===== config.mk =====
export PLATFORM = sky130hd
export DESIGN_NAME = system_clock_mode_control
export DESIGN_NICKNAME = d
export VERILOG_FILES = /design/src/common/clk_mode_pkg.sv /design/src/rtl/system_clock_mode_control.sv
export SDC_FILE = /design/constraint.sdc
export NUM_CORES = 1
export LEC_CHECK = 0
export BUFFER_PORTS_ARGS = -buffer_cell sky130_fd_sc_hd__buf_4
export CAP_MARGIN = 10
export CORE_MARGIN = 3
export CORE_UTILIZATION = 54
export CTS_CLUSTER_DIAMETER = 120
export DETAILED_ROUTE_END_ITERATION = 8
export PLACE_DENSITY = 0.85
export SETUP_SLACK_MARGIN = 0.5
export SYNTH_ARGS = -nofsm -noshare
export SYNTH_HDL_FRONTEND = slang
export SYNTH_SLANG_ARGS = --single-unit
export TNS_END_PERCENT = 10

===== constraint.sdc =====
create_clock -name aclk -period 3.25 [get_ports aclk]
set_input_delay 0.325 -clock aclk [delete_from_list [all_inputs] [get_ports aclk]]
set_output_delay 0.325 -clock aclk [all_outputs]
set_load 0.01 [all_outputs]

===== src/common/clk_mode_pkg.sv =====
// Purpose: Shared constants and types for the system clock and power mode controller.
// Assumes: One 40 MHz bus clock; registers reached over AXI4-Lite with 32-bit data.
// Notes: Offsets are byte addresses of aligned words.
package clk_mode_pkg;

  // ----------------------------------------------------------------
  // Register map
  // ----------------------------------------------------------------
  localparam logic [3:0] off_system_clock_select = 4'h0;
  localparam logic [3:0] off_hs_oscillator_control = 4'h4;
  localparam logic [3:0] off_mode_status = 4'h8;

  // Field positions in the system clock select register.
  localparam int sel_pos = 5;
  localparam int halt_hs_pos = 1;
  localparam int halt_ls_pos = 0;
  // Field positions in the oscillator control register.
  localparam int freq_pos = 2;
  localparam int stable_pos = 1;
  localparam int osc_en_pos = 0;

  // Reset values.
  localparam logic [2:0] sel_reset = 3'h0;
  localparam logic [1:0] freq_reset = 2'h0;
  localparam logic osc_en_reset = 1'b1;

  // Clock select code for the low-speed sub clock.
  localparam logic [2:0] sel_sub = 3'h7;

  // Frequency codes.
  localparam logic [1:0] freq_2mhz = 2'h0;
  localparam logic [1:0] freq_4mhz = 2'h1;
  localparam logic [1:0] freq_8mhz = 2'h2;

  // Switch delay: four current system clock periods before the switch.
  localparam int switch_sys_periods = 4;

  // AXI responses.
  localparam logic [1:0] resp_okay = 2'h0;
  localparam logic [1:0] resp_slverr = 2'h2;

  // Operating modes.
  typedef enum logic [2:0] {
    mode_fast, mode_slow, mode_sleep, mode_idle_low_only, mode_idle_both_clocks,
    mode_idle_high_only
  } op_mode_e;

  // Oscillator enables and clock gates seen by the clock tree.
  typedef struct packed {
    logic hs_run;
    logic ls_run;
    logic sys_run;
    logic cpu_run;
  } clk_gate_s;

  // Power-down side effects toward the status and watchdog logic.
  typedef struct packed {
    logic set_power_down_flag;
    logic clear_watchdog_timeout_flag;
    logic clear_watchdog_counter;
  } pd_event_s;

endpackage


===== src/rtl/system_clock_mode_control.sv =====
// Purpose: Clock source and divider select, fast oscillator control, power-down modes.
// Assumes: Halt and wake come from the core; oscillator inputs are asynchronous.
// Notes: The divided clock is produced as a one-cycle enable every 2^code high-speed ticks, or per sub clock tick.
// ----------------------------------------------------------------
// How it works
// - Select code picks fH divide or sub clock.
// - Halt high enable keeps fast oscillator running.
// - Halt low enable keeps slow oscillator running.
// - Unused register bits ignore writes, read zero.
// - Clock switch settles after four current periods.
// - Frequency field selects 2, 4, 8 MHz.
// - New frequency applies once stable flag sets.
// - Enabling oscillator clears stable flag, then sets.
// - Oscillator enable bit starts oscillator; stops it only with sub clock selected.
// - Halt enable bits choose sleep or idle mode.
// - Code 111 in fast mode enters slow mode.
// - Slow mode waits for stable low-speed oscillator.
// - Leaving slow restarts fast oscillator if stopped.
// - Sleep stops all clocks except watchdog.
// - Idle low-only stops fast clock, keeps sub.
// - Idle both keeps both clocks running.
// - Idle high-only keeps fast, stops sub clock unless watchdog.
// - Power-down keeps registers and ports unchanged.
// - Power-down sets down flag, clears timeout flag.
// - Power-down clears the watchdog counter.
// - Sleep keeps slow oscillator only with watchdog.
// ----------------------------------------------------------------
//
// Our own choices: the register addresses and the AXI4-Lite interface to the registers.
module system_clock_mode_control
  import clk_mode_pkg::*;
#(
  parameter int div_width = 6
) (
  // Clock and reset.
  input wire logic aclk,
  input wire logic aresetn,
  // AXI4-Lite write address and data.
  input wire logic [3:0] s_axi_awaddr,
  input wire logic s_axi_awvalid,
  output logic s_axi_awready,
  input wire logic [31:0] s_axi_wdata,
  input wire logic [3:0] s_axi_wstrb,
  input wire logic s_axi_wvalid,
  output logic s_axi_wready,
  // AXI4-Lite write response.
  output logic [1:0] s_axi_bresp,
  output logic s_axi_bvalid,
  input wire logic s_axi_bready,
  // AXI4-Lite read.
  input wire logic [3:0] s_axi_araddr,
  input wire logic s_axi_arvalid,
  output logic s_axi_arready,
  output logic [31:0] s_axi_rdata,
  output logic [1:0] s_axi_rresp,
  output logic s_axi_rvalid,
  input wire logic s_axi_rready,
  // Core events.
  input wire logic halt_pulse,
  input wire logic wake_pulse,
  input wire logic watchdog_enabled,
  // Oscillator status from the analog side.
  input wire logic hs_ready_pin,
  input wire logic ls_ready_pin,
  input wire logic hs_tick,
  input wire logic ls_tick,
  // Clock control outputs.
  output clk_gate_s gates,
  output logic [1:0] hs_freq_applied,
  output logic sys_clk_en,
  output logic [2:0] op_mode,
  output pd_event_s pd_event
);

  // ----------------------------------------------------------------
  // Elaboration checks
  // ----------------------------------------------------------------
  // The divider must reach divide by 64.
  if (div_width < 6) begin : g_bad_div
    $error("div_width must be at least 6");
  end

  // ----------------------------------------------------------------
  // Declarations
  // ----------------------------------------------------------------
  logic [2:0] clock_select_field; // Requested source code.
  logic halt_high_speed_enable; // Keep fast oscillator in halt.
  logic halt_low_speed_enable; // Keep slow oscillator in halt.
  logic [1:0] hs_frequency_field; // Requested frequency.
  logic hs_oscillator_enable; // Fast oscillator software enable.
  logic hs_stable_flag; // Fast oscillator stable.
  logic hs_sync1, hs_sync2; // Stable synchroniser.
  logic ls_sync1, ls_sync2; // Low-speed stable synchroniser.
  logic hs_tick1, hs_tick2, hs_tick3; // Fast tick synchroniser and edge.
  logic ls_tick1, ls_tick2, ls_tick3; // Slow tick synchroniser and edge.
  logic [2:0] active_select; // Source code in use.
  logic [2:0] switch_cnt; // Current-clock periods counted during a switch.
  logic switching; // A switch is pending.
  logic [div_width-1:0] div_cnt; // Fast clock divider.
  op_mode_e mode; // Current operating mode.
  logic hs_fast_edge, ls_edge; // One-cycle tick enables.
  logic [div_width-1:0] div_mask; // Low divider bits that must all be one.
  logic halt_taken; // Halt accepted while the core runs.
  logic target_ready; // Target source can be used.
  logic aw_seen, w_seen; // Write channel capture flags.
  logic [3:0] aw_addr; // Captured write address.
  logic [31:0] w_data; // Captured write data.
  logic [3:0] w_strb; // Captured strobes.
  logic hs_restart; // Enable or frequency change needs a fresh stable.
  logic next_sys_clk_en; // Next value of the system clock enable.

  // ----------------------------------------------------------------
  // Synchronisers
  // ----------------------------------------------------------------
  // Asynchronous oscillator signals pass two flops before use.
  always_ff @(posedge aclk) begin
    if (!aresetn) begin
      {hs_sync1, hs_sync2, ls_sync1, ls_sync2} <= '0;
      {hs_tick1, hs_tick2, hs_tick3, ls_tick1, ls_tick2, ls_tick3} <= '0;
    end else begin
      {hs_sync2, hs_sync1} <= {hs_sync1, hs_ready_pin};
      {ls_sync2, ls_sync1} <= {ls_sync1, ls_ready_pin};
      {hs_tick3, hs_tick2, hs_tick1} <= {hs_tick2, hs_tick1, hs_tick};
      {ls_tick3, ls_tick2, ls_tick1} <= {ls_tick2, ls_tick1, ls_tick};
    end
  end

  // Rising edges of the synchronised ticks are the clock enables.
  assign hs_fast_edge = hs_tick2 & ~hs_tick3 & gates.hs_run;
  assign ls_edge = ls_tick2 & ~ls_tick3 & gates.ls_run;

  // ----------------------------------------------------------------
  // Register bus
  // ----------------------------------------------------------------
  // Write address and data are taken independently; response after both.
  always_ff @(posedge aclk) begin
    if (!aresetn) begin
      aw_seen <= 1'b0;
      w_seen <= 1'b0;
      aw_addr <= 4'h0;
      w_data <= 32'h0;
      w_strb <= 4'h0;
      s_axi_bvalid <= 1'b0;
      s_axi_bresp <= resp_okay;
      s_axi_awready <= 1'b0;
      s_axi_wready <= 1'b0;
    end else begin
      // Ready is offered while the matching half is not held.
      s_axi_awready <= !aw_seen && !(s_axi_awvalid && s_axi_awready) && !s_axi_bvalid;
      s_axi_wready <= !w_seen && !(s_axi_wvalid && s_axi_wready) && !s_axi_bvalid;
      if (s_axi_awvalid && s_axi_awready) begin
        aw_seen <= 1'b1;
        aw_addr <= s_axi_awaddr;
      end
      if (s_axi_wvalid && s_axi_wready) begin
        w_seen <= 1'b1;
        w_data <= s_axi_wdata;
        w_strb <= s_axi_wstrb;
      end
      if (aw_seen && w_seen) begin
        // Both halves present: commit and answer.
        aw_seen <= 1'b0;
        w_seen <= 1'b0;
        s_axi_bvalid <= 1'b1;
        s_axi_bresp <= (aw_addr == off_system_clock_select ||
                        aw_addr == off_hs_oscillator_control ||
                        aw_addr == off_mode_status) ? resp_okay : resp_slverr;
      end else if (s_axi_bvalid && s_axi_bready) begin
        s_axi_bvalid <= 1'b0;
      end
    end
  end

  // Register writes; only lane 0 carries bits, the rest are ignored.
  always_ff @(posedge aclk) begin
    if (!aresetn) begin
      clock_select_field <= sel_reset;
      halt_high_speed_enable <= 1'b0;
      halt_low_speed_enable <= 1'b0;
      hs_frequency_field <= freq_reset;
      hs_oscillator_enable <= osc_en_reset;
    end else if (aw_seen && w_seen && w_strb[0]) begin
      if (aw_addr == off_system_clock_select) begin
        clock_select_field <= w_data[sel_pos +: 3];
        halt_high_speed_enable <= w_data[halt_hs_pos];
        halt_low_speed_enable <= w_data[halt_ls_pos];
      end else if (aw_addr == off_hs_oscillator_control) begin
        hs_frequency_field <= w_data[freq_pos +: 2];
        hs_oscillator_enable <= w_data[osc_en_pos];
      end
    end
  end

  // Read channel; unused bits are zero and unmapped addresses error.
  always_ff @(posedge aclk) begin
    if (!aresetn) begin
      s_axi_arready <= 1'b0;
      s_axi_rvalid <= 1'b0;
      s_axi_rdata <= 32'h0;
      s_axi_rresp <= resp_okay;
    end else begin
      s_axi_arready <= !s_axi_rvalid && !(s_axi_arvalid && s_axi_arready);
      if (s_axi_arvalid && s_axi_arready) begin
        s_axi_rvalid <= 1'b1;
        s_axi_rresp <= resp_okay;
        s_axi_rdata <= 32'h0;
        unique case (s_axi_araddr)
          off_system_clock_select: begin
            s_axi_rdata[sel_pos +: 3] <= clock_select_field;
            s_axi_rdata[halt_hs_pos] <= halt_high_speed_enable;
            s_axi_rdata[halt_ls_pos] <= halt_low_speed_enable;
          end
          off_hs_oscillator_control: begin
            s_axi_rdata[freq_pos +: 2] <= hs_frequency_field;
            s_axi_rdata[stable_pos] <= hs_stable_flag;
            s_axi_rdata[osc_en_pos] <= hs_oscillator_enable;
          end
          off_mode_status: begin
            s_axi_rdata[2:0] <= mode;
            s_axi_rdata[3] <= switching;
            s_axi_rdata[6:4] <= active_select;
          end
          default: s_axi_rresp <= resp_slverr;
        endcase
      end else if (s_axi_rvalid && s_axi_rready) begin
        s_axi_rvalid <= 1'b0;
      end
    end
  end

  // ----------------------------------------------------------------
  // High-speed oscillator stability and frequency
  // ----------------------------------------------------------------
  // An enable from 0 or a new frequency restarts the stability wait.
  assign hs_restart = aw_seen && w_seen && w_strb[0] && aw_addr == off_hs_oscillator_control &&
                      ((w_data[osc_en_pos] && !hs_oscillator_enable) ||
                       w_data[freq_pos +: 2] != hs_frequency_field);

  // Stable flag clears on restart and sets from the synchronised input.
  always_ff @(posedge aclk) begin
    if (!aresetn) begin
      hs_stable_flag <= 1'b0;
    end else if (hs_restart || !gates.hs_run) begin
      hs_stable_flag <= 1'b0;
    end else if (hs_sync2) begin
      hs_stable_flag <= 1'b1;
    end
  end

  // The applied frequency follows the field only once stable.
  always_ff @(posedge aclk) begin
    if (!aresetn) begin
      hs_freq_applied <= freq_2mhz;
    end else if (hs_stable_flag) begin
      // Code 3 maps back to 2 MHz.
      hs_freq_applied <= (hs_frequency_field == freq_8mhz) ? freq_8mhz :
                         (hs_frequency_field == freq_4mhz) ? freq_4mhz : freq_2mhz;
    end
  end

  // ----------------------------------------------------------------
  // Source switch and divider
  // ----------------------------------------------------------------
  // Target is usable: fast source needs stable fast, slow needs stable slow.
  assign target_ready = (clock_select_field == sel_sub) ? ls_sync2 : hs_stable_flag;

  // Count four current clock periods, then wait for the target to be ready.
  always_ff @(posedge aclk) begin
    if (!aresetn) begin
      active_select <= sel_reset;
      switch_cnt <= 3'h0;
      switching <= 1'b0;
    end else if (clock_select_field != active_select) begin
      switching <= 1'b1;
      if (switch_cnt < 3'(switch_sys_periods)) begin
        if (sys_clk_en || !gates.sys_run) begin
          switch_cnt <= switch_cnt + 3'h1;
        end
      end else if (target_ready) begin
        active_select <= clock_select_field;
        switch_cnt <= 3'h0;
      end
    end else begin
      switching <= 1'b0;
      switch_cnt <= 3'h0;
    end
  end

  // Divider on fast ticks.
  always_ff @(posedge aclk) begin
    if (!aresetn) begin
      div_cnt <= '0;
    end else if (hs_fast_edge) begin
      div_cnt <= div_cnt + div_width'(1);
    end
  end

  // One pulse per 2^code fast ticks: the low code bits of the divider are all one.
  assign div_mask = (div_width'(1) << active_select) - div_width'(1);

  // Enable pulses at fH / 2^code or at the sub clock tick; none while the clock is gated.
  always_comb begin
    if (!gates.sys_run) begin
      next_sys_clk_en = 1'b0;
    end else if (active_select == sel_sub) begin
      next_sys_clk_en = ls_edge;
    end else begin
      next_sys_clk_en = hs_fast_edge && ((div_cnt & div_mask) == div_mask);
    end
  end

  always_ff @(posedge aclk) begin
    if (!aresetn) begin
      sys_clk_en <= 1'b0;
    end else begin
      sys_clk_en <= next_sys_clk_en;
    end
  end

  // ----------------------------------------------------------------
  // Operating mode
  // ----------------------------------------------------------------
  // Halt picks the power-down mode; wake returns to fast or slow.
  // Registers and ports are untouched by mode changes.
  assign halt_taken = halt_pulse && (mode == mode_fast || mode == mode_slow);
  always_ff @(posedge aclk) begin
    if (!aresetn) begin
      mode <= mode_fast;
    end else if (halt_taken) begin
      unique case ({halt_high_speed_enable, halt_low_speed_enable})
        2'b00: mode <= mode_sleep;
        2'b01: mode <= mode_idle_low_only;
        2'b11: mode <= mode_idle_both_clocks;
        2'b10: mode <= mode_idle_high_only;
      endcase
    end else if (wake_pulse && mode != mode_fast && mode != mode_slow) begin
      mode <= (active_select == sel_sub) ? mode_slow : mode_fast;
    end else if (mode == mode_fast || mode == mode_slow) begin
      mode <= (active_select == sel_sub) ? mode_slow : mode_fast;
    end
  end

  // Gates per mode, and the mode shown to the rest of the chip one cycle on.
  always_ff @(posedge aclk) begin
    if (!aresetn) begin
      gates <= '{hs_run: 1'b1, ls_run: 1'b1, sys_run: 1'b1, cpu_run: 1'b1};
      op_mode <= mode_fast;
    end else begin
      op_mode <= mode;
      unique case (mode)
        mode_fast, mode_slow: begin
          // Fast oscillator runs when enabled or needed by the source.
          gates.hs_run <= hs_oscillator_enable || clock_select_field != sel_sub;
          gates.ls_run <= 1'b1;
          gates.sys_run <= 1'b1;
          gates.cpu_run <= 1'b1;
        end
        mode_sleep: begin
          gates.hs_run <= 1'b0;
          gates.ls_run <= watchdog_enabled;
          gates.sys_run <= 1'b0;
          gates.cpu_run <= 1'b0;
        end
        mode_idle_low_only: begin
          gates.hs_run <= 1'b0;
          gates.ls_run <= 1'b1;
          gates.sys_run <= active_select == sel_sub;
          gates.cpu_run <= 1'b0;
        end
        mode_idle_both_clocks: begin
          gates.hs_run <= 1'b1;
          gates.ls_run <= 1'b1;
          gates.sys_run <= 1'b1;
          gates.cpu_run <= 1'b0;
        end
        mode_idle_high_only: begin
          gates.hs_run <= 1'b1;
          gates.ls_run <= watchdog_enabled;
          gates.sys_run <= active_select != sel_sub;
          gates.cpu_run <= 1'b0;
        end
      endcase
    end
  end

  // ----------------------------------------------------------------
  // Power-down events
  // ----------------------------------------------------------------
  // One pulse per entry into any power-down mode.
  always_ff @(posedge aclk) begin
    if (!aresetn) begin
      pd_event <= '0;
    end else begin
      pd_event <= {3{halt_taken}};
    end
  end

endmodule


Yosys cells after proc, flatten, opt, wreduce, memory -nomap -nowiden
Cells that the tools add are included.
{ "classes": {"n_lt_le_gt_ge": 1, "muxes": 25, "n_reduce_logical": 55, "eq_ne": 23, "bitwise": 10, "shift": 1, "add_sub_neg": 3} }
{ "ops": {"columns": ["op", "n"], "rows": [
  ["$pmux W4 S5", 1],
  ["$logic_and A1 B1 Y1", 19],
  ["$mux W3", 6],
  ["$eq A3 B3 Y1 const B", 4],
  ["$pmux W3 S4", 1],
  ["$mux W1", 11],
  ["$logic_not A1 Y1", 10],
  ["$eq A4 B3 Y1 const B", 2],
  ["$eq A4 B4 Y1 const B", 2],
  ["$logic_not A4 Y1", 2],
  ["$pmux W2 S2", 2],
  ["$reduce_and A2 Y1", 4],
  ["$logic_or A1 B1 Y1", 7],
  ["$add A6 B1 Y6 const B", 1],
  ["$and A6 B6 Y6", 1],
  ["$eq A2 B2 Y1 const B", 3],
  ["$eq A3 B2 Y1 const B", 2],
  ["$eq A6 B6 Y1", 1],
  ["$mux W2", 3],
  ["$ne A3 B3 Y1 const B", 2],
  ["$pmux W2 S3", 1],
  ["$reduce_and A3 Y1", 2],
  ["$reduce_bool A2 Y1", 3],
  ["$reduce_bool A3 Y1", 2],
  ["other kinds (16)", 26]
]} }
{ "word_totals": {"regBits": 78, "output_inout_bits": 54, "in_bits": 58} }

Depth between registers and ports, before layout
Gate-level depths: netlist of the first run.
{ "depth": {"ltp_word": 6, "depth_mapped": 6} }

Least setup slack after synthesis of the first run
OpenSTA, ideal clock, no wires.
{ "synth_timing": {"kind": "register to register", "from": "reg w_seen", "to": "reg hs_oscillator_enable", "arrival_time_ns": 1.397, "setup_slack_ns": 1.729, "path_stages_with_launch": 6, "n_path_buf": 1, "synth_period_minus_slack_ns": 1.521, "setup_time_ns": 0.124, "required_time_ns": 3.126, "cell_sequence": "dfxtp_1 > nand4b_2 > or4b_1 > clkbuf_2 > mux2i_1 > nand2_1"} }
{ "synth_via": {"elab_chain_len": 3} }
{ "synth_rtl": {"columns": ["item", "line", "text"], "rows": [
  ["from (decl)", "system_clock_mode_control.sv:105", "logic aw_seen, w_seen;"],
  ["from (signal assigned)", "system_clock_mode_control.sv:139", "w_seen <= 1'b0;"],
  ["from (signal assigned)", "system_clock_mode_control.sv:156", "w_seen <= 1'b1;"],
  ["from (signal assigned)", "system_clock_mode_control.sv:163", "w_seen <= 1'b0;"],
  ["$logic_and A1 B1 Y1 (2 in series)", "system_clock_mode_control.sv:182", "end else if (aw_seen && w_seen && w_strb[0]) begin"],
  ["$reduce_and A3 Y1 (no source line)", null, null],
  ["to (signal assigned)", "system_clock_mode_control.sv:181", "hs_oscillator_enable <= osc_en_reset;"],
  ["to (signal assigned)", "system_clock_mode_control.sv:189", "hs_oscillator_enable <= w_data[osc_en_pos];"],
  ["to (decl)", "system_clock_mode_control.sv:90", "logic hs_oscillator_enable;"]
]} }
Every way passes these cells.
A chain may end at the register's enable or synchronous reset.

Final worst setup path of the first run
{ "layout_timing": {"from": "reg s_axi_arready", "to": "reg s_axi_rdata[1]"} }
{ "layout_via": {"elab_chain_len": 1} }
{ "layout_rtl": {"columns": ["item", "line", "text"], "rows": [
  ["from (decl)", "system_clock_mode_control.sv:53", "output logic s_axi_arready,"],
  ["from (signal assigned)", "system_clock_mode_control.sv:202", "s_axi_arready <= !s_axi_rvalid && !(s_axi_arvalid && s_axi_arready);"],
  ["$logic_and A1 B1 Y1", "system_clock_mode_control.sv:203", "if (s_axi_arvalid && s_axi_arready) begin"],
  ["to (signal, indexed assignment)", "system_clock_mode_control.sv:209", "s_axi_rdata[sel_pos +: 3] <= clock_select_field;"],
  ["to (signal, indexed assignment)", "system_clock_mode_control.sv:210", "s_axi_rdata[halt_hs_pos] <= halt_high_speed_enable;"],
  ["to (signal, indexed assignment)", "system_clock_mode_control.sv:211", "s_axi_rdata[halt_ls_pos] <= halt_low_speed_enable;"],
  ["to (decl)", "system_clock_mode_control.sv:54", "output logic [31:0] s_axi_rdata,"]
]} }
Every way passes these cells.

==> impl_metrics.prom, run 1 <==
# TYPE chip_impl_metric gauge
chip_impl_metric{name="cts-htree-levels",unit=""} 3
chip_impl_metric{name="total_leakage_power",unit="nW"} 1.64
chip_impl_metric{name="muxShareOfSynthArea",unit="%"} 6.01
chip_impl_metric{name="postCtsSetupRepairBufs",unit=""} 0
chip_impl_metric{name="post-route-cell-area",unit="µm²"} 3940
chip_impl_metric{name="gp_congestion",unit=""} 0.802
chip_impl_metric{name="fp.dieH",unit="µm"} 84.8
chip_impl_metric{name="globalRouteMet3Util",unit="%"} 4.51
chip_impl_metric{name="drive_above_1_share",unit="%"} 18.3
chip_impl_metric{name="synth_cell_types",unit=""} 48
chip_impl_metric{name="synthArstFlopShare",unit="%"} 0
chip_impl_info{name="run_status",value="complete, no violations"} 1
chip_impl_metric{name="synth.ff_latch_count",unit=""} 75
chip_impl_metric{name="grt_first_pass_wirelength",unit="mm"} 10.6
chip_impl_metric{name="dp_hpwl",unit="mm"} 4.82
chip_impl_metric{name="worstPathArrival",unit="ns"} 1.98
chip_impl_metric{name="dpl_cell_area",unit="µm²"} 3710
chip_impl_metric{name="drc",unit=""} 0
chip_impl_metric{name="num_io_pins",unit=""} 112
chip_impl_metric{name="drt_pass1_iterations",unit=""} 4
chip_impl_metric{name="initial_utilization",unit="%"} 56.3
chip_impl_metric{name="synth.yosys.seq_area_share",unit="%"} 44.8
chip_impl_metric{name="synth_top_area_share",unit="%"} 44.8
chip_impl_metric{name="syn_area",unit="µm²"} 3350
chip_impl_info{name="cts_tree",value="yes"} 1
chip_impl_metric{name="synth-simple-area-share",unit="%"} 22.0
chip_impl_info{name="grt.busiest_layer",value="met2"} 1
chip_impl_metric{name="floorplan.rows",unit=""} 28
chip_impl_metric{name="globalRouteTotalUtil",unit="%"} 18.3
chip_impl_metric{name="place.port_buffers",unit=""} 57
chip_impl_info{name="worst-setup-path-type",value="register to register"} 1
chip_impl_metric{name="worst-endpoint-required",unit="ns"} 3.53
chip_impl_metric{name="groute.layer.met1.usage",unit="%"} 21.5
chip_impl_metric{name="average_wire_per_standard_cell",unit="µm"} 13.4
chip_impl_metric{name="setup_total_negative_slack",unit="ns"} 0
chip_impl_metric{name="numCtsBuffers",unit=""} 9
chip_impl_info{name="dominantRegCellSynth",value="sky130_fd_sc_hd__dfxtp_1"} 1
chip_impl_info{name="clk_root_buffer_cell",value="sky130_fd_sc_hd__clkbuf_8"} 1
chip_impl_metric{name="flow.area_growth_from_synthesis",unit="%"} 17.5
chip_impl_metric{name="clock_tree.buffer_depth",unit=""} 2
chip_impl_metric{name="ir_drop",unit="V"} 0.000296
chip_impl_info{name="synth_top_family_by_area",value="simple AND/OR/NAND/NOR gates"} 1
chip_impl_metric{name="ctsHoldBuffers",unit=""} 0
chip_impl_metric{name="post_cts_repair_resize_count",unit=""} 0
chip_impl_metric{name="clk_latency",unit="ns"} 0.35
chip_impl_metric{name="post_synth_edffs",unit=""} 0
chip_impl_metric{name="post-route-period-util",unit="%"} 52.1
chip_impl_metric{name="avgViaCountPerCell",unit=""} 5.05
chip_impl_info{name="holdCritPathClass",value="input port to register"} 1
chip_impl_metric{name="numClockSinks",unit=""} 75
chip_impl_metric{name="maxSlewHeadroom",unit="%"} 46.6
chip_impl_metric{name="slew_viol_final",unit=""} 0
chip_impl_metric{name="ant_nets",unit=""} 0
chip_impl_metric{name="design.core.area",unit="µm²"} 5960
chip_impl_metric{name="max-cap-violations",unit=""} 0
chip_impl_info{name="start_kind",value="register"} 1
chip_impl_metric{name="powerDensity",unit="nW/µm²"} 486
chip_impl_info{name="grt_setup_unrepaired",value="false"} 1
chip_impl_metric{name="timing.final.crit_period",unit="ns"} 1.69
chip_impl_metric{name="post-place-cells",unit=""} 474
chip_impl_metric{name="chipWidth",unit="µm"} 84.8
chip_impl_info{name="post-synth-top-area-cell",value="sky130_fd_sc_hd__dfxtp_1"} 1
chip_impl_metric{name="setup_slack",unit="ns"} 1.56
chip_impl_metric{name="final_cells",unit=""} 490
chip_impl_metric{name="whs",unit="ns"} 0.185
chip_impl_metric{name="setup_viol",unit=""} 0
chip_impl_metric{name="report.final.hold_viol_count",unit=""} 0
chip_impl_metric{name="design.die.area",unit="µm²"} 7190
chip_impl_metric{name="grt_max_degree",unit=""} 71
chip_impl_metric{name="syn-mean-instance-area",unit="µm²"} 9.39
chip_impl_metric{name="via_count_of_the_first_global_routing_pass",unit=""} 2368
chip_impl_metric{name="via_count",unit=""} 2476
chip_impl_metric{name="global_route.usage.met2",unit="%"} 31.3
chip_impl_metric{name="antenna_found_initial",unit=""} 0
chip_impl_metric{name="syn_inst",unit=""} 357
chip_impl_metric{name="worst_pin_slew",unit="ns"} 0.781
chip_impl_info{name="cp-end-kind",value="register"} 1
chip_impl_metric{name="yosysWarnings",unit=""} 0
chip_impl_metric{name="synthesized_area_fraction_occupied_by_ao_oa_aoi_and_oai_cells",unit="%"} 11.9
chip_impl_metric{name="overflow_left_after_global_routing",unit=""} 0
chip_impl_metric{name="clk_pin_slew_worst_paths",unit="ns"} 0.08
chip_impl_metric{name="placement.setup.worst_slack",unit="ns"} 1.50
chip_impl_metric{name="finalWirelength",unit="mm"} 6.56
chip_impl_info{name="synth.top_cells.by_area",value="sky130_fd_sc_hd__dfxtp_1, sky130_fd_sc_hd__buf_4, sky130_fd_sc_hd__mux2i_1, sky130_fd_sc_hd__nand2_1, sky130_fd_sc_hd__and2_1"} 1
chip_impl_metric{name="initialDrtViolationCount",unit=""} 89
chip_impl_metric{name="critical_path.max_fanout",unit=""} 15
chip_impl_metric{name="synthAdderAreaFrac",unit="%"} 3.36
chip_impl_metric{name="clock.fmax",unit="MHz"} 590
chip_impl_metric{name="yosys.area_share.xor_xnor",unit="%"} 2.88
chip_impl_metric{name="num-nets-final",unit=""} 477
chip_impl_metric{name="antenna_cells",unit=""} 0
chip_impl_metric{name="finalClockSkew",unit="ns"} 0.0118
area by class of cell:
| type | instances | area (µm²) |
|---|---|---|
| fillers | 501 | 2020 |
| multi-input cells | 256 | 1650 |
| flip-flops and latches | 75 | 1500 |
| repair buffers | 57 | 428 |
| clock buffers | 10 | 138 |
| well taps | 75 | 93.8 |
| clock inverters | 6 | 88.8 |
| inverters | 11 | 41.3 |
synth_stat cells (all sizes together), types with 3 or more instances:
cell type / instances
and3: 3
nand2: 42
inv: 11
a21boi: 16
nor3b: 3
nand3: 6
xor2: 3
dfxtp: 75
buf: 28
clkbuf: 12
a22oi: 6
mux2i: 19
o21ai: 5
nand4: 3
nand2b: 6
nor2b: 21
nor3: 9
a21oi: 9
ha: 9
xnor2: 8
and2: 23
nor2: 8
state kept, by name, summed over array words and instances, names as in the netlist, 2 cells and up:
| name | count |
|---|---|
| mode | 3 |
| aw_addr | 4 |
| op_mode | 3 |
| active_select | 3 |
| div_cnt | 6 |
| s_axi_rdata | 8 |
| hs_frequency_field | 2 |
| w_data | 7 |
| gates | 4 |
| clock_select_field | 3 |
| switch_cnt | 3 |
| hs_freq_applied | 2 |
critical path, stage by stage (launching register included):
cell                        delay (ns)
sky130_fd_sc_hd__dfxtp_1          0.35
sky130_fd_sc_hd__nand2_1          0.27
sky130_fd_sc_hd__a2111oi_0        0.70
sky130_fd_sc_hd__a22oi_1          0.16
sky130_fd_sc_hd__nor2b_1          0.15
routing by layer:
layer	up-vias	part of all wire, %
met5	-	0
met4	0	1.9
met3	14	6.1
met2	73	48
met1	1120	44
li1	1269	-
cell families (layout without fill, tap and decap cells):
kind of cell	count (synthesis)	count (layout)
adders and majority gates	9	9
and+or+nand+nor	134	134
AOI/OAI and AO/OA	56	56
DFF	75	75
other	1	26
xor gates and xnor gates	11	11
buffers and inverters	51	84
muxes	20	20
layout by cell type, fill, tap and decap left out, drive strengths merged, types with 3 or more instances in the layout:
cell | synthesis | routed
nand4 | 3 | 3
xnor2 | 8 | 8
ha | 9 | 9
and3 | 3 | 3
nor3b | 3 | 3
nand2b | 6 | 6
nand2 | 42 | 42
a21oi | 9 | 9
nor3 | 9 | 9
conb | 1 | 26
clkbuf | 12 | 10
xor2 | 3 | 3
nand3 | 6 | 6
mux2i | 19 | 19
nor2 | 8 | 8
a21boi | 16 | 16
nor2b | 21 | 21
o21ai | 5 | 5
inv | 11 | 11
and2 | 23 | 23
a22oi | 6 | 6
dfxtp | 75 | 75
buf | 28 | 57
stage by stage:
step	util, %	total power [mW]
after global placement	62.3	1.14
after CTS	66.1	1.93
after detailed placement	62.3	1.14
after global routing	66.1	1.98
after floorplan	-	1.10
final	66.1	1.91
power by group:
part / total, mW / switching [mW] / internal, mW
combinational: 0.149 / 0.0771 / 0.0716
clock: 0.793 / 0.340 / 0.453
sequential: 0.971 / 0.0251 / 0.946
path summary, 6_finish.rpt:
path,startpoint,end,slack (ns),cells after the start
max,s_axi_arready$_SDFF_PN0_,s_axi_rdata[1]$_SDFFE_PN0P_,1.56,4
min,ls_ready_pin,ls_sync1$_SDFF_PN0_,0.18,2
max reg2reg,s_axi_arready$_SDFF_PN0_,s_axi_rdata[1]$_SDFFE_PN0P_,1.56,4
min reg2reg,hs_tick1$_SDFF_PN0_,hs_tick2$_SDFF_PN0_,0.43,1
Note: power is estimated with default switching activity, not from simulation.
==> run 2: changes to the inputs <==
--- a/config.mk
+++ b/config.mk
@@ -5,13 +5,14 @@
 export SDC_FILE = /design/constraint.sdc
 export NUM_CORES = 1
 export LEC_CHECK = 0
+export ABC_AREA = 1
 export BUFFER_PORTS_ARGS = -buffer_cell sky130_fd_sc_hd__buf_4
 export CAP_MARGIN = 10
 export CORE_MARGIN = 3
-export CORE_UTILIZATION = 54
+export CORE_UTILIZATION = 50
 export CTS_CLUSTER_DIAMETER = 120
 export DETAILED_ROUTE_END_ITERATION = 8
-export PLACE_DENSITY = 0.85
+export PLACE_DENSITY = 0.79
 export SETUP_SLACK_MARGIN = 0.5
 export SYNTH_ARGS = -nofsm -noshare
 export SYNTH_HDL_FRONTEND = slang
==> constraint.sdc (replaced) <==
create_clock -name aclk -period 1.8 [get_ports aclk]
set_input_delay 0.18 -clock aclk [delete_from_list [all_inputs] [get_ports aclk]]
set_output_delay 0.18 -clock aclk [all_outputs]
set_load 0.01 [all_outputs]
==> impl_metrics.prom, run 2 <==
# TYPE chip_impl_metric gauge
chip_impl_info{name="run_status",value="complete, no violations"} 1
chip_impl_metric{name="clock.fmax",unit="MHz"} 764
chip_impl_metric{name="num_io_pins",unit=""} 112
chip_impl_metric{name="floorplan.rows",unit=""} 29
chip_impl_info{name="worst_hold_path_startpoint",value="s_axi_rready"} 1
chip_impl_metric{name="fillcell_total",unit=""} 567
chip_impl_metric{name="ant_nets",unit=""} 0
chip_impl_info{name="synth.top_cells.by_area",value="sky130_fd_sc_hd__dfxtp_1, sky130_fd_sc_hd__nand2_1, sky130_fd_sc_hd__buf_4, sky130_fd_sc_hd__inv_1, sky130_fd_sc_hd__nor2_1"} 1
chip_impl_metric{name="overflow_left_after_global_routing",unit=""} 0
chip_impl_metric{name="clk_pin_slew_worst_paths",unit="ns"} 0.08
chip_impl_info{name="yosys.cell_count.top_type",value="sky130_fd_sc_hd__nand2_1"} 1
chip_impl_info{name="post-synth-top-area-cell",value="sky130_fd_sc_hd__dfxtp_1"} 1
chip_impl_metric{name="total_leakage_power",unit="nW"} 1.87
chip_impl_metric{name="average_wire_per_standard_cell",unit="µm"} 11.9
chip_impl_info{name="largest_registers",value="s_axi_rdata: 8 flops, w_data: 7 flops, div_cnt: 6 flops"} 1
chip_impl_metric{name="flow.area_growth_from_synthesis",unit="%"} 19.1
chip_impl_metric{name="design.core.area",unit="µm²"} 6390
chip_impl_info{name="cts_tree",value="yes"} 1
chip_impl_metric{name="initialDrtViolationCount",unit=""} 172
chip_impl_metric{name="seqCellArea",unit="µm²"} 1510
chip_impl_metric{name="syn-mean-instance-area",unit="µm²"} 7.55
chip_impl_metric{name="setup_viol",unit=""} 0
chip_impl_info{name="holdCritPathClass",value="input port to register"} 1
chip_impl_metric{name="drt_pass1_iterations",unit=""} 4
chip_impl_metric{name="synth.yosys.seq_area_share",unit="%"} 45.3
chip_impl_metric{name="gp_congestion",unit=""} 0.802
chip_impl_info{name="grt_setup_unrepaired",value="true"} 1
chip_impl_metric{name="critical_path.max_fanout",unit=""} 5
chip_impl_metric{name="dp_hpwl",unit="mm"} 4.94
chip_impl_metric{name="largest_reg_flops",unit=""} 8
chip_impl_metric{name="globalRouteTotalUtil",unit="%"} 18.9
chip_impl_metric{name="antenna_cells",unit=""} 0
chip_impl_info{name="mostFrequentLayoutCell",value="sky130_fd_sc_hd__nand2_1"} 1
chip_impl_metric{name="fp.dieH",unit="µm"} 87.4
chip_impl_metric{name="synth.ff_latch_count",unit=""} 75
chip_impl_info{name="layout.cells.most_common_list",value="sky130_fd_sc_hd__nand2_1, sky130_fd_sc_hd__dfxtp_1, sky130_fd_sc_hd__buf_4"} 1
chip_impl_metric{name="ir_drop",unit="V"} 0.000594
chip_impl_metric{name="ctsHoldBuffers",unit=""} 0
chip_impl_metric{name="clk_latency",unit="ns"} 0.35
chip_impl_metric{name="finalWirelength",unit="mm"} 6.90
chip_impl_metric{name="drc",unit=""} 0
chip_impl_metric{name="synthArstFlopShare",unit="%"} 0
chip_impl_metric{name="slew_viol_final",unit=""} 0
chip_impl_metric{name="clock_tree.buffer_depth",unit=""} 2
chip_impl_metric{name="max-cap-violations",unit=""} 0
chip_impl_metric{name="drive_above_1_share",unit="%"} 21.5
chip_impl_metric{name="post-route-period-util",unit="%"} 72.7
chip_impl_metric{name="worstHoldPathCells",unit=""} 2
chip_impl_metric{name="design_power",unit="mW"} 4.04
chip_impl_metric{name="chipWidth",unit="µm"} 87.4
chip_impl_metric{name="grt_first_pass_wirelength",unit="mm"} 11.4
chip_impl_metric{name="worstPathArrival",unit="ns"} 1.54
chip_impl_metric{name="syn_inst",unit=""} 439
chip_impl_info{name="startpoint_of_the_lowest_slack_register_to_register_path",value="mode[1]$_SDFFE_PN0P_"} 1
chip_impl_info{name="cp-end-kind",value="register"} 1
chip_impl_metric{name="post-route-cell-area",unit="µm²"} 3950
chip_impl_metric{name="worst-endpoint-required",unit="ns"} 2.03
chip_impl_metric{name="timing.final.crit_period",unit="ns"} 1.31
chip_impl_metric{name="numClockSinks",unit=""} 75
chip_impl_info{name="regMostFlops",value="s_axi_rdata"} 1
chip_impl_metric{name="synth_cell_types",unit=""} 31
chip_impl_metric{name="avgViaCountPerCell",unit=""} 4.84
chip_impl_metric{name="reg2reg_slack",unit="ns"} 0.49
chip_impl_metric{name="ff2ff_path_depth",unit=""} 5
chip_impl_info{name="clk_root_buffer_cell",value="sky130_fd_sc_hd__clkbuf_8"} 1
chip_impl_metric{name="dpl_cell_area",unit="µm²"} 3680
chip_impl_metric{name="num-nets-final",unit=""} 565
chip_impl_metric{name="yosysWarnings",unit=""} 0
chip_impl_metric{name="design.die.area",unit="µm²"} 7640
chip_impl_metric{name="setup_total_negative_slack",unit="ns"} 0
chip_impl_metric{name="place.port_buffers",unit=""} 57
chip_impl_metric{name="via_count_of_the_first_global_routing_pass",unit=""} 2599
chip_impl_info{name="crit_end",value="gates[1]$_SDFF_PN1_"} 1
chip_impl_metric{name="synth_top_area_share",unit="%"} 45.3
chip_impl_metric{name="area_of_combinational_cells_with_multiple_inputs",unit="µm²"} 1440
chip_impl_info{name="synthTopCellsByCount",value="sky130_fd_sc_hd__nand2_1, sky130_fd_sc_hd__dfxtp_1, sky130_fd_sc_hd__inv_1"} 1
chip_impl_metric{name="report.final.hold_viol_count",unit=""} 0
chip_impl_metric{name="post_synth_edffs",unit=""} 0
chip_impl_metric{name="cts-htree-levels",unit=""} 3
chip_impl_info{name="start_kind",value="register"} 1
chip_impl_info{name="dominantRegCellSynth",value="sky130_fd_sc_hd__dfxtp_1"} 1
chip_impl_metric{name="grt_max_degree",unit=""} 40
chip_impl_info{name="critical_path.reg2reg.endpoint",value="gates[1]$_SDFF_PN1_"} 1
chip_impl_metric{name="antenna_found_initial",unit=""} 0
chip_impl_metric{name="finalClockSkew",unit="ns"} 0.00988
chip_impl_info{name="startpoint",value="mode[1]$_SDFFE_PN0P_"} 1
chip_impl_metric{name="via_count",unit=""} 2805
chip_impl_metric{name="numCtsBuffers",unit=""} 9
chip_impl_info{name="worst-setup-path-type",value="register to register"} 1
chip_impl_metric{name="whs",unit="ns"} 0.0108
chip_impl_metric{name="syn_area",unit="µm²"} 3310
chip_impl_metric{name="initial_utilization",unit="%"} 51.9
chip_impl_metric{name="powerDensity",unit="nW/µm²"} 1020
==> run 2: worst min-delay path by stage <==
stage                                 to  slack [ns]
5_1_grt              hs_sync1$_SDFF_PN0_        0.01
6_report       s_axi_rvalid$_SDFFE_PN0P_        0.01
3_3_place_gp         hs_sync1$_SDFF_PN0_        0.36
3_5_place_dp         hs_sync1$_SDFF_PN0_        0.37
4_1_cts              hs_sync1$_SDFF_PN0_       0.004
2_1_floorplan        hs_sync1$_SDFF_PN0_        0.28
==> run 2: worst max-delay path: stages (launching register included) <==
cell and delay (ns):
sky130_fd_sc_hd__dfxtp_4 0.38, sky130_fd_sc_hd__clkinvlp_4 0.15, sky130_fd_sc_hd__ha_4 0.31, sky130_fd_sc_hd__nand2_2 0.06, sky130_fd_sc_hd__a31oi_2 0.17, sky130_fd_sc_hd__o211ai_1 0.12
==> run 2: layout make-up <==
type,instances,area share [%]
Clock buffer,11,3.58
Clock inverter,5,1.55
Inverter,64,6.18
Multi-Input combinational cell,287,36.4
Sequential cell,75,38.2
Tap cell,77,2.44
Timing Repair Buffer,61,11.6
==> run 2: per-stage QoR <==
| stage | cells | util (%) | worst slack (ns) |
|---|---|---|---|
| finish | 580 | 61.8 | 0.491 |
| global route | 580 | 61.8 | 0.408 |
| CTS | 578 | 61.2 | 0.518 |
| detailed placement | 561 | 57.6 | 0.367 |
| global placement | 561 | 57.6 | 0.455 |
| floorplan | 464 | - | 0.555 |
==> run 2: power breakdown <==
part	total [mW]	switching, mW	internal (mW)
clock	1.33	0.643	0.687
combinational	0.789	0.437	0.352
sequential	1.93	0.111	1.81
==> run 2: layer usage <==
| metal | routed length [µm] | track usage, % | up-vias |
|---|---|---|---|
| met5 | 0 | 0 | - |
| met1 | 3040 | 22.9 | 1264 |
| met4 | 166 | 9.62 | 0 |
| li1 | - | - | 1460 |
| met2 | 3350 | 31.8 | 68 |
| met3 | 344 | 3.22 | 13 |
==> run 2: what timing repair did <==
item,CTS,global route
resized for setup,5,5
setup buffers,1,2
pin swaps,1,2
endpoints found under the setup margin,5,10
==> run 2: cell families after synthesis <==
| logic type | share of synthesized area, % |
|---|---|
| compound gates | 12.7 |
| xor+xnor | 0.264 |
| fa+ha+maj | 3.40 |
| buf+inv | 15.1 |
| flops | 45.3 |
| other cells | 0.113 |
| simple gates | 23.1 |
==> run 3: changes to the inputs <==
--- a/config.mk
+++ b/config.mk
@@ -9,10 +9,10 @@
 export BUFFER_PORTS_ARGS = -buffer_cell sky130_fd_sc_hd__buf_4
 export CAP_MARGIN = 10
 export CORE_MARGIN = 3
-export CORE_UTILIZATION = 50
+export CORE_UTILIZATION = 45
 export CTS_CLUSTER_DIAMETER = 120
 export DETAILED_ROUTE_END_ITERATION = 8
-export PLACE_DENSITY = 0.79
+export PLACE_DENSITY = 0.76
 export SETUP_SLACK_MARGIN = 0.5
 export SYNTH_ARGS = -nofsm -noshare
 export SYNTH_HDL_FRONTEND = slang
==> constraint.sdc (replaced) <==
create_clock -name aclk -period 1.15 [get_ports aclk]
set_input_delay 0.115 -clock aclk [delete_from_list [all_inputs] [get_ports aclk]]
set_output_delay 0.115 -clock aclk [all_outputs]
set_load 0.01 [all_outputs]
==> impl_metrics.prom, run 3 (synthesized netlist as in run 2, its figures left out) <==
# TYPE chip_impl_metric gauge
chip_impl_info{name="run_status",value="complete, but fails checks"} 1
chip_impl_info{name="violations",value="hold timing, setup timing"} 1
chip_impl_metric{name="design.core.area",unit="µm²"} 6980
chip_impl_metric{name="fillcell_total",unit=""} 546
chip_impl_metric{name="antenna_found_initial",unit=""} 0
chip_impl_metric{name="fp.dieH",unit="µm"} 91.8
chip_impl_info{name="grt_setup_unrepaired",value="true"} 1
chip_impl_metric{name="reg2reg_slack",unit="ns"} -0.02
chip_impl_metric{name="powerDensity",unit="nW/µm²"} 1360
chip_impl_metric{name="cts-htree-levels",unit=""} 3
chip_impl_metric{name="setup_viol",unit=""} 1
chip_impl_metric{name="setup_total_negative_slack",unit="ns"} -0.0228
chip_impl_metric{name="avgViaCountPerCell",unit=""} 4.84
chip_impl_metric{name="clk_pin_slew_worst_paths",unit="ns"} 0.07
chip_impl_metric{name="via_count_of_the_first_global_routing_pass",unit=""} 2528
chip_impl_metric{name="overflow_left_after_global_routing",unit=""} 0
chip_impl_metric{name="design.die.area",unit="µm²"} 8430
chip_impl_metric{name="finalWirelength",unit="mm"} 8.29
chip_impl_metric{name="max-cap-violations",unit=""} 0
chip_impl_metric{name="clock.fmax",unit="MHz"} 853
chip_impl_info{name="cp_cell_sequence",value="nand2_2, nor2_2, inv_2, nor2_4, inv_2, nor2_1, nor2_1"} 1
chip_impl_metric{name="gp_congestion",unit=""} 0.805
chip_impl_metric{name="numClockSinks",unit=""} 75
chip_impl_metric{name="setup_slack",unit="ns"} -0.0228
chip_impl_metric{name="numCtsBuffers",unit=""} 9
chip_impl_info{name="largest_registers",value="s_axi_rdata: 8 flops, w_data: 7 flops, div_cnt: 6 flops"} 1
chip_impl_metric{name="post-place-cells",unit=""} 595
chip_impl_metric{name="whs",unit="ns"} -0.0503
chip_impl_metric{name="largest_reg_flops",unit=""} 8
chip_impl_info{name="layout.cells.most_common_list",value="sky130_fd_sc_hd__nand2_1, sky130_fd_sc_hd__buf_4, sky130_fd_sc_hd__inv_1"} 1
chip_impl_metric{name="area_of_combinational_cells_with_multiple_inputs",unit="µm²"} 1840
chip_impl_metric{name="post-route-period-util",unit="%"} 102
chip_impl_info{name="cts_tree",value="yes"} 1
chip_impl_metric{name="antenna_cells",unit=""} 0
chip_impl_metric{name="ctsHoldBuffers",unit=""} 4
chip_impl_metric{name="flow.area_growth_from_synthesis",unit="%"} 45.5
chip_impl_metric{name="worst-endpoint-required",unit="ns"} 1.39
chip_impl_info{name="regMostFlops",value="s_axi_rdata"} 1
chip_impl_metric{name="via_count",unit=""} 3031
chip_impl_metric{name="clock_tree.buffer_depth",unit=""} 2
chip_impl_metric{name="critical_path.max_fanout",unit=""} 7
chip_impl_info{name="clk_root_buffer_cell",value="sky130_fd_sc_hd__clkbuf_8"} 1
chip_impl_info{name="start_kind",value="register"} 1
chip_impl_metric{name="average_wire_per_standard_cell",unit="µm"} 13.2
chip_impl_info{name="holdCritPathClass",value="input port to register"} 1
chip_impl_metric{name="num_io_pins",unit=""} 112
chip_impl_metric{name="floorplan.rows",unit=""} 30
chip_impl_metric{name="total_leakage_power",unit="nW"} 2.16
chip_impl_metric{name="clk_latency",unit="ns"} 0.35
chip_impl_metric{name="chipWidth",unit="µm"} 91.8
chip_impl_metric{name="place.port_buffers",unit=""} 57
chip_impl_metric{name="globalRouteTotalUtil",unit="%"} 16.8
chip_impl_metric{name="ant_nets",unit=""} 0
chip_impl_metric{name="num-nets-final",unit=""} 595
chip_impl_metric{name="grt_first_pass_wirelength",unit="mm"} 11.4
chip_impl_metric{name="report.final.hold_viol_count",unit=""} 4
chip_impl_metric{name="drt_pass1_iterations",unit=""} 5
chip_impl_metric{name="worstPathArrival",unit="ns"} 1.42
chip_impl_metric{name="timing.final.crit_period",unit="ns"} 1.17
chip_impl_info{name="mostFrequentLayoutCell",value="sky130_fd_sc_hd__nand2_1"} 1
chip_impl_metric{name="initial_utilization",unit="%"} 47.5
chip_impl_metric{name="drc",unit=""} 0
chip_impl_metric{name="drive_above_1_share",unit="%"} 49.8
chip_impl_info{name="cp-end-kind",value="register"} 1
chip_impl_metric{name="cp_max_stage_delay",unit="ns"} 0.36
chip_impl_metric{name="final_cells",unit=""} 626
chip_impl_metric{name="initialDrtViolationCount",unit=""} 189
chip_impl_metric{name="seqCellArea",unit="µm²"} 1600
chip_impl_metric{name="finalClockSkew",unit="ns"} 0.00803
chip_impl_info{name="worst-setup-path-type",value="register to register"} 1
chip_impl_info{name="cp_slowest_cell",value="sky130_fd_sc_hd__dfxtp_2"} 1
chip_impl_metric{name="ir_drop",unit="V"} 0.000939
chip_impl_metric{name="dp_hpwl",unit="mm"} 5.11
chip_impl_metric{name="slew_viol_final",unit=""} 0
chip_impl_metric{name="grt_max_degree",unit=""} 35
[run 3: critical path: cells and delay by family (launching register included)]
| kind | cells | cell delay [ns] |
|---|---|---|
| buffers and inverters | 2 | 0.16 |
| DFF | 1 | 0.36 |
| and+or+nand+nor | 5 | 0.56 |
[run 3: through the flow]
step / setup WS (ns) / power, mW / hold WS, ns / instance area, µm² / utilization, %
2_1_floorplan: 0.0374 / 3.83 / 0.213 / 3460 / -
3_3_place_gp: 0.0233 / 4.29 / 0.298 / 3860 / 55.3
3_5_place_dp: 0.0000224 / 4.33 / 0.299 / 3860 / 55.3
4_1_cts: 0.0189 / 6.15 / -0.0501 / 4160 / 59.6
5_1_grt: -0.0621 / 6.89 / -0.0597 / 4820 / 69.1
6_report: -0.0228 / 6.57 / -0.0503 / 4820 / 69.1
[run 3: repair_timing]
| item | 4_1_cts | 5_1_grt |
|---|---|---|
| pin swaps | 11 | 71 |
| endpoints found under the setup margin | 92 | 93 |
| hold endpoints to repair | 6 | 2 |
| buffers inserted | 6 | 8 |
| gates resized for setup | 17 | 215 |
[run 3: cell type report]
| type | instances | share of cell area, % |
|---|---|---|
| Clock buffer | 10 | 3.09 |
| Timing Repair Buffer | 91 | 17.3 |
| Multi-Input combinational cell | 287 | 38.1 |
| Sequential cell | 75 | 33.2 |
| Clock inverter | 3 | 0.311 |
| Inverter | 64 | 5.50 |
| Tap cell | 96 | 2.49 |
[run 3: metal layers]
layer	vias to the layer above	part of all wire [%]	GRT usage, %
met5	-	0	0
met4	0	2.8	9.65
met3	17	5.2	3.12
met2	103	51	26.8
met1	1380	41	21.2
li1	1531	-	-
[run 3: worst paths after layout]
kind                                            from                                  to  cells past startpoint
worst max-delay path            aw_seen$_SDFFE_PP0P_  clock_select_field[1]$_SDFFE_PN0P_                      7
worst min-delay path                    s_axi_rready           s_axi_rvalid$_SDFFE_PN0P_                      2
worst max register to register  aw_seen$_SDFFE_PP0P_  clock_select_field[1]$_SDFFE_PN0P_                      7
worst min register to register   hs_tick1$_SDFF_PN0_                 hs_tick2$_SDFF_PN0_                      2
[run 3: power by group]
group | internal (mW) | total, mW | switching (mW)
clock | 0.867 | 1.79 | 0.923
sequential | 2.83 | 3.03 | 0.202
combinational | 0.833 | 1.75 | 0.914
total | 4.53 | 6.57 | 2.04
